==> src/rtl/ldc_pkg.sv <==
// Constants, field layout and source decode for the ladder converter control block
//////////////////////////////////////////////////////////////////////////////////////////////////
`default_nettype none

package ldc_pkg;

  // Register bus shape
  localparam int unsigned LDC_ADDR_W = 8;
  localparam int unsigned LDC_DATA_W = 8;

  // Register offsets
  localparam logic [LDC_ADDR_W-1:0] LDC_OFF_MAIN   = 8'h00;
  localparam logic [LDC_ADDR_W-1:0] LDC_OFF_LEVEL  = 8'h01;
  localparam logic [LDC_ADDR_W-1:0] LDC_OFF_STATUS = 8'h02;

  // Main control register fields
  localparam int unsigned LDC_BIT_ENABLE  = 7;
  localparam int unsigned LDC_BIT_PIN1    = 5;
  localparam int unsigned LDC_BIT_PIN2    = 4;
  localparam int unsigned LDC_PSS_HI      = 3;
  localparam int unsigned LDC_PSS_LO      = 2;
  localparam int unsigned LDC_BIT_NSS     = 0;

  // Level register field
  localparam int unsigned LDC_CODE_W      = 5;
  localparam int unsigned LDC_CODE_HI     = 4;
  localparam int unsigned LDC_CODE_LO     = 0;

  // Status register fields
  localparam int unsigned LDC_ST_ENABLE   = 7;
  localparam int unsigned LDC_ST_PIN1     = 5;
  localparam int unsigned LDC_ST_PIN2     = 4;
  localparam int unsigned LDC_ST_RSVD     = 3;
  localparam int unsigned LDC_ST_SRC_HI   = 2;
  localparam int unsigned LDC_ST_SRC_LO   = 0;

  // Number of output pins and reset values
  localparam int unsigned      LDC_NUM_PINS   = 2;
  localparam logic [7:0]       LDC_RST_BYTE   = 8'h00;
  localparam logic [1:0]       LDC_RST_PSS    = 2'h0;
  localparam logic [4:0]       LDC_RST_CODE   = 5'h00;

  // Positive source field encodings
  localparam logic [1:0] LDC_PSS_SUPPLY = 2'h0;
  localparam logic [1:0] LDC_PSS_EXTREF = 2'h1;
  localparam logic [1:0] LDC_PSS_FIXED  = 2'h2;

  // One-hot positive source selection seen by the ladder switches
  typedef enum logic [2:0] {
    LDC_SRC_NONE   = 3'b000,
    LDC_SRC_SUPPLY = 3'b001,
    LDC_SRC_EXTREF = 3'b010,
    LDC_SRC_FIXED  = 3'b100
  } ldc_src_t;

  // Reserved code opens every switch so no two sources short
  function automatic ldc_src_t ldc_decode_src(input logic [1:0] pss);
    ldc_src_t src;
    src = LDC_SRC_NONE;
    unique case (pss)
      LDC_PSS_SUPPLY: src = LDC_SRC_SUPPLY;
      LDC_PSS_EXTREF: src = LDC_SRC_EXTREF;
      LDC_PSS_FIXED:  src = LDC_SRC_FIXED;
      default:        src = LDC_SRC_NONE;
    endcase
    return src;
  endfunction : ldc_decode_src

endpackage : ldc_pkg

`default_nettype wire

==> src/rtl/ldc_pin_ctrl.sv <==
// Pin takeover for one converter reference output pin
`timescale 1ns/1ps
`default_nettype none

module ldc_pin_ctrl
  import ldc_pkg::*;
(
  input  wire logic route_en,
  input  wire logic pad_read_raw,
  output logic      analog_connect,
  output logic      dig_out_off,
  output logic      in_detect_off,
  output logic      pullup_off,
  output logic      cc_drive_off,
  output logic      pad_read
);

  // Every digital function yields while the pin carries the reference
  assign analog_connect = route_en;
  assign dig_out_off    = route_en;
  assign in_detect_off  = route_en;
  assign pullup_off     = route_en;
  assign cc_drive_off   = route_en;

  // Detector is off, so a read must not see a floating level
  assign pad_read = pad_read_raw & ~route_en;

endmodule : ldc_pin_ctrl

`default_nettype wire

==> src/rtl/ldc_top.sv <==
// Register file and ladder control outputs of the 5-bit reference converter
`timescale 1ns/1ps
`default_nettype none

module ldc_top
  import ldc_pkg::*;
#(
  parameter int unsigned ADDR_W   = LDC_ADDR_W,
  parameter int unsigned DATA_W   = LDC_DATA_W,
  parameter int unsigned CODE_W   = LDC_CODE_W,
  parameter int unsigned NUM_PINS = LDC_NUM_PINS
) (
  input  wire logic                mclk,
  input  wire logic                resetn,
  // Register port
  input  wire logic [ADDR_W-1:0]   reg_addr,
  input  wire logic [DATA_W-1:0]   reg_wdata,
  input  wire logic                reg_wr,
  input  wire logic                reg_rd,
  output logic      [DATA_W-1:0]   reg_rdata,
  // Ladder control
  output logic                     converter_enable,
  output logic      [CODE_W-1:0]   level_code,
  output logic      [2:0]          positive_source_select,
  // Reference output pins
  input  wire logic [NUM_PINS-1:0] pad_read_raw,
  output logic      [NUM_PINS-1:0] pad_read,
  output logic      [NUM_PINS-1:0] reference_out_connect,
  output logic      [NUM_PINS-1:0] pad_dig_out_off,
  output logic      [NUM_PINS-1:0] pad_in_detect_off,
  output logic      [NUM_PINS-1:0] pad_pullup_off,
  output logic      [NUM_PINS-1:0] pad_cc_drive_off
);

  //////////////////////////////////////////////////////////////////////////////////////////////
  // Address decode
  //////////////////////////////////////////////////////////////////////////////////////////////

  logic                  hit_main;
  logic                  hit_level;
  logic                  hit_status;
  logic                  wr_main;
  logic                  wr_level;

  // Full address compare, so aliases of the registers do not exist
  assign hit_main   = (reg_addr == ADDR_W'(LDC_OFF_MAIN));
  assign hit_level  = (reg_addr == ADDR_W'(LDC_OFF_LEVEL));
  assign hit_status = (reg_addr == ADDR_W'(LDC_OFF_STATUS));

  // Status is read-only; writes there are dropped
  assign wr_main    = reg_wr & hit_main;
  assign wr_level   = reg_wr & hit_level;

  //////////////////////////////////////////////////////////////////////////////////////////////
  // Main control register
  //////////////////////////////////////////////////////////////////////////////////////////////

  logic                  enable_q;
  logic                  enable_d;
  logic                  pin1_q;
  logic                  pin1_d;
  logic                  pin2_q;
  logic                  pin2_d;
  logic [1:0]            pss_q;
  logic [1:0]            pss_d;

  // Only implemented bits are stored; the negative select has no storage
  assign enable_d = wr_main ? reg_wdata[LDC_BIT_ENABLE] : enable_q;
  assign pin1_d   = wr_main ? reg_wdata[LDC_BIT_PIN1]   : pin1_q;
  assign pin2_d   = wr_main ? reg_wdata[LDC_BIT_PIN2]   : pin2_q;
  assign pss_d    = wr_main ? reg_wdata[LDC_PSS_HI:LDC_PSS_LO] : pss_q;

  // Reset is the only clearing path; Sleep and wake leave the bits alone
  always_ff @(posedge mclk or negedge resetn) begin
    if (!resetn) begin
      enable_q <= LDC_RST_BYTE[LDC_BIT_ENABLE];
      pin1_q   <= LDC_RST_BYTE[LDC_BIT_PIN1];
      pin2_q   <= LDC_RST_BYTE[LDC_BIT_PIN2];
      pss_q    <= LDC_RST_PSS;
    end else begin
      enable_q <= enable_d;
      pin1_q   <= pin1_d;
      pin2_q   <= pin2_d;
      pss_q    <= pss_d;
    end
  end

  //////////////////////////////////////////////////////////////////////////////////////////////
  // Level register
  //////////////////////////////////////////////////////////////////////////////////////////////

  logic [CODE_W-1:0]     code_q;
  logic [CODE_W-1:0]     code_d;

  // Upper bits of the write data are unimplemented and ignored
  assign code_d = wr_level ? reg_wdata[CODE_W-1:0] : code_q;

  // Cleared by reset only, as the other control bits
  always_ff @(posedge mclk or negedge resetn) begin
    if (!resetn) begin
      code_q <= CODE_W'(LDC_RST_CODE);
    end else begin
      code_q <= code_d;
    end
  end

  //////////////////////////////////////////////////////////////////////////////////////////////
  // Ladder control outputs
  //////////////////////////////////////////////////////////////////////////////////////////////

  ldc_src_t              src_sel;
  logic                  src_reserved;

  // Decode of the stored field; the reserved code opens every source switch
  assign src_sel      = ldc_decode_src(pss_q);
  assign src_reserved = (src_sel == LDC_SRC_NONE);

  // Straight from the flops: a write shows on the edge that takes it, no staging
  assign converter_enable       = enable_q;
  assign level_code             = code_q;
  assign positive_source_select = src_sel;

  //////////////////////////////////////////////////////////////////////////////////////////////
  // Pin takeover
  //////////////////////////////////////////////////////////////////////////////////////////////

  logic [NUM_PINS-1:0]   route_en;

  // Routing does not depend on the enable bit; a disabled ladder still owns the pin
  assign route_en = {pin2_q, pin1_q};

  // One takeover block per reference output pin
  genvar gi;
  generate
    for (gi = 0; gi < NUM_PINS; gi++) begin : g_pin
      ldc_pin_ctrl u_pin (
        .route_en       (route_en[gi]),
        .pad_read_raw   (pad_read_raw[gi]),
        .analog_connect (reference_out_connect[gi]),
        .dig_out_off    (pad_dig_out_off[gi]),
        .in_detect_off  (pad_in_detect_off[gi]),
        .pullup_off     (pad_pullup_off[gi]),
        .cc_drive_off   (pad_cc_drive_off[gi]),
        .pad_read       (pad_read[gi])
      );
    end
  endgenerate

  //////////////////////////////////////////////////////////////////////////////////////////////
  // Read-back images
  //////////////////////////////////////////////////////////////////////////////////////////////

  logic [DATA_W-1:0]     main_image;
  logic [DATA_W-1:0]     level_image;
  logic [DATA_W-1:0]     status_image;

  // Main register image; gaps and the negative select stay zero
  always_comb begin
    main_image                        = '0;
    main_image[LDC_BIT_ENABLE]        = enable_q;
    main_image[LDC_BIT_PIN1]          = pin1_q;
    main_image[LDC_BIT_PIN2]          = pin2_q;
    main_image[LDC_PSS_HI:LDC_PSS_LO] = pss_q;
    main_image[LDC_BIT_NSS]           = 1'b0;
  end

  // Level image; bits above the code read zero
  always_comb begin
    level_image                           = '0;
    level_image[LDC_CODE_HI:LDC_CODE_LO]  = code_q;
  end

  // Live state of the ladder switches and pins
  always_comb begin
    status_image                              = '0;
    status_image[LDC_ST_ENABLE]               = converter_enable;
    status_image[LDC_ST_PIN1]                 = reference_out_connect[0];
    status_image[LDC_ST_PIN2]                 = reference_out_connect[1];
    status_image[LDC_ST_RSVD]                 = src_reserved;
    status_image[LDC_ST_SRC_HI:LDC_ST_SRC_LO] = src_sel;
  end

  //////////////////////////////////////////////////////////////////////////////////////////////
  // Read data
  //////////////////////////////////////////////////////////////////////////////////////////////

  logic [DATA_W-1:0]     rd_mux;
  logic [DATA_W-1:0]     rdata_q;
  logic [DATA_W-1:0]     rdata_d;

  // Unmapped offsets answer zero
  assign rd_mux = hit_main   ? main_image   :
                  hit_level  ? level_image  :
                  hit_status ? status_image : '0;

  // Data stand only in the cycle after the strobe, zero otherwise
  assign rdata_d = reg_rd ? rd_mux : '0;

  // Read flop
  always_ff @(posedge mclk or negedge resetn) begin
    if (!resetn) begin
      rdata_q <= DATA_W'(LDC_RST_BYTE);
    end else begin
      rdata_q <= rdata_d;
    end
  end

  assign reg_rdata = rdata_q;

endmodule : ldc_top

`default_nettype wire
==> config.mk <==
export PLATFORM = sky130hd
export DESIGN_NAME = ldc_top
export DESIGN_NICKNAME = d
export VERILOG_FILES = /design/src/rtl/ldc_pkg.sv /design/src/rtl/ldc_pin_ctrl.sv /design/src/rtl/ldc_top.sv
export SDC_FILE = /design/constraint.sdc
export NUM_CORES = 1
export LEC_CHECK = 0
export ABC_AREA = 1
export BUFFER_PORTS_ARGS = -buffer_cell sky130_fd_sc_hd__buf_2
export CAP_MARGIN = 40
export CORE_ASPECT_RATIO = 0.5
export CORE_MARGIN = 1.5
export CORE_UTILIZATION = 30
export CTS_CLUSTER_DIAMETER = 100
export DETAILED_ROUTE_END_ITERATION = 10
export MAX_ROUTING_LAYER = met4
export PLACE_DENSITY = 0.58
export SKIP_CTS_REPAIR_TIMING = 1
export SYNTH_ARGS = -nofsm -noshare
export SYNTH_HDL_FRONTEND = slang
export SYNTH_SLANG_ARGS = --single-unit
==> constraint.sdc <==
create_clock -name mclk -period 1.1 [get_ports mclk]
set_input_delay 0.055 -clock mclk [delete_from_list [all_inputs] [get_ports mclk]]
set_output_delay 0.055 -clock mclk [all_outputs]
set_load 0.05 [all_outputs]
==> metrics.csv <==
stage,metric,value,unit
run_status,status,finished with violations,
run_status,violations,setup timing,
cts,cts_inserted_buffers,3,
sta,postLayoutSetupSlackWorst,-0.0243,ns
run,maxCapViolCount,0,
grt,grt_usage,0.119,
worst_hold_path,min_path_cells,3,
cts,cts_root_buf,clkbuf_8,
grt,overflow,0,
worst_setup_path,crit_buf_inv,1,
synthesis,synth_cells,113,
sta,post-route-period-util,1.02,
cts,cts_tree,yes,
cells_and_area,area_growth,37.7,%
floorplan,start_util,0.330,
sta,rsz0062_at_grt,yes,
power,power.density,1180,nW/um^2
synthesis,yosysUniqueCellTypes,15,
floorplan,die_h,41.7,um
sta,hold_violations,0,
cells_and_area,num-fill-cells,266,
drt,first_iter_violations,30,
drt,ant_nets,0,
grt,grt_pass1_vias,636,
cells_and_area,fin_util,0.455,
cts,clock_latency,0.25,ns
drt,via_per_inst,4.07,
cells_and_area,fin_area,1230,um^2
floorplan,ios,51,
grt,antenna_found_initial,0,
placement,port_buffers,48,
cells_and_area,fin_nets,181,
power,peakVddDrop,0.348,mV
worst_setup_path,crit_start,pss_q[0],
worst_setup_path,r2r-start,pss_q[1],
placement,dp.cells,187,
floorplan,dieArea,3350,um^2
drt,drtPass1Iterations,4,
worst_setup_path,path_depth,2,
worst_setup_path,required,1.04,ns
worst_setup_path,slowest_delay,0.46,ns
placement,placed_area,1110,um^2
sta,slew_viol_final,0,
worst_setup_path,arrival,1.07,ns
cells_and_area,antenna_cells,0,
cts,htreeDepth,1,
synthesis,synthFlopType,dfrtp_1,
grt,grt_pass1_wl,2930,um
synthesis,synth_enable_flop_cells,0,
worst_setup_path,critPathSlowestCell,dfrtp_2,
drt,drc_errors,0,
floorplan,fp-row-count,13,
worst_setup_path,path_cells,nor2_2 > buf_6,
sta,finalSetupViolCount,1,
synthesis,synth_area_per_cell,7.94,um^2
sta,hold_ws,0.0275,ns
synthesis,yosysWarnings,0,
worst_hold_path,hp-start,reg_wdata[0],
worst_setup_path,critPathMaxFanout,6,
synthesis,yosysSeqAreaShare,0.474,
cells_and_area,instances_no_fill,195,
power,p_leak,0.712,nW
worst_hold_path,min_path_type,input port to flop,
synthesis,synthArstFlopShare,1.00,
sta,tns,-0.0243,ns
drt,drt-wirelength-per-cell,9.83,um
placement,finalWeightedCongestion,0.825,
worst_setup_path,end_kind,output port,
floorplan,core_area,2720,um^2
cts,cts_sinks,17,
cells_and_area,drive_gt1_frac,0.481,
worst_setup_path,r2r_cells,7,
cts,cts_buffer_depth,2,
synthesis,syn_area,897,um^2
placement,dp_hpwl,1490,um
synthesis,ys_ff_latch,17,
worst_setup_path,cp_top_family,flip-flops,
cts,clk_pin_slew,0.07,ns
synthesis,syn_nets,135,
worst_setup_path,crit_type,flop to output port,
grt,grt_max_degree,18,
worst_setup_path,cp-start-kind,flop,
drt,num_vias,794,
sta,period_needed,1.12,ns
sta,clock_skew,0.00812,ns
sta,fmax,889,MHz
drt,drt-total-wl,1920,um
floorplan,die_w,80.3,um
## metrics by stage
step,setup slack [ns],power [mW]
after floorplan,-0.131,0.899
after global placement,0.0711,0.964
after detailed placement,0.0656,0.968
after CTS,-0.123,1.43
after global routing,-0.0533,1.52
final,-0.0243,1.45
## metal layers
layer | up-vias | global-route usage | share of wire
li1 | 420 | - | -
met1 | 346 | 0.153 | 0.50
met2 | 24 | 0.176 | 0.44
met3 | 4 | 0.0396 | 0.047
met4 | 0 | 0.0414 | 0.014
met5 | - | - | 0
## synthesized netlist by cell type, types with 2 or more instances
| library cell | number | area, um^2 |
|---|---|---|
| nand2_1 | 25 | 93.8 |
| dfrtp_1 | 17 | 425 |
| nor2_1 | 16 | 60.1 |
| inv_1 | 15 | 56.3 |
| buf_4 | 13 | 97.6 |
| nand3_1 | 6 | 30.0 |
| o21ai_1 | 6 | 30.0 |
| a21oi_1 | 4 | 20.0 |
| nor2_2 | 4 | 25.0 |
| nand2_2 | 2 | 12.5 |
## cell type report
type                    count  area (um^2)  area share
flip-flops and latches     17          430       0.349
inverters                  16         60.1      0.0486
repair buffers             54          319       0.258
multi-input cells          67          334       0.271
clock buffers               4         45.0      0.0365
well taps                  37         46.3      0.0375
## worst min-delay path: cells and delay by family
kind          cells  cell delay [ns]
buf+inv           1             0.08
simple gates      2             0.12
## placed cells by master, fill, tap and decap left out, drive strengths merged
master and n:
nand2 28, buf 53, inv 16, clkbuf 4
nor3 1, dlygate4sd3 1, a21oi 4, nand3 6
nor2 21, conb 1, dfrtp 17, o21ai 6
## kinds of logic after synthesis
logic type | after synthesis | share of synthesized area
flops | 17 | 0.474
simple gates | 56 | 0.290
compound gates | 10 | 0.0558
other cells | 1 | 0.00418
buf+inv | 29 | 0.176
## power breakdown
| part | switching (mW) | internal (mW) | leakage (nW) |
|---|---|---|---|
| sequential | 0.0210 | 0.644 | 0.221 |
| clock | 0.207 | 0.257 | 0.0228 |
| combinational | 0.228 | 0.0939 | 0.468 |
## path summary, 6_finish.rpt
| kind | to | slack (ns) |
|---|---|---|
| max in group asynchronous | pin1_q | 0.54 |
| worst min register to register | level_code[0] | 0.50 |
| worst min-delay path | level_code[0] | 0.03 |
| worst max-delay path | positive_source_select[0] | -0.02 |
| min in group asynchronous | level_code[0] | 0.25 |
| worst max register to register | reg_rdata[2] | 0.07 |
## sequential cells by signal (all words and copies together) (netlist names)
name and flops:
pss_q 2, converter_enable 1, pin1_q 1, reg_rdata 7, level_code 5, pin2_q 1
No activity file was read; power rests on OpenSTA's default activity.
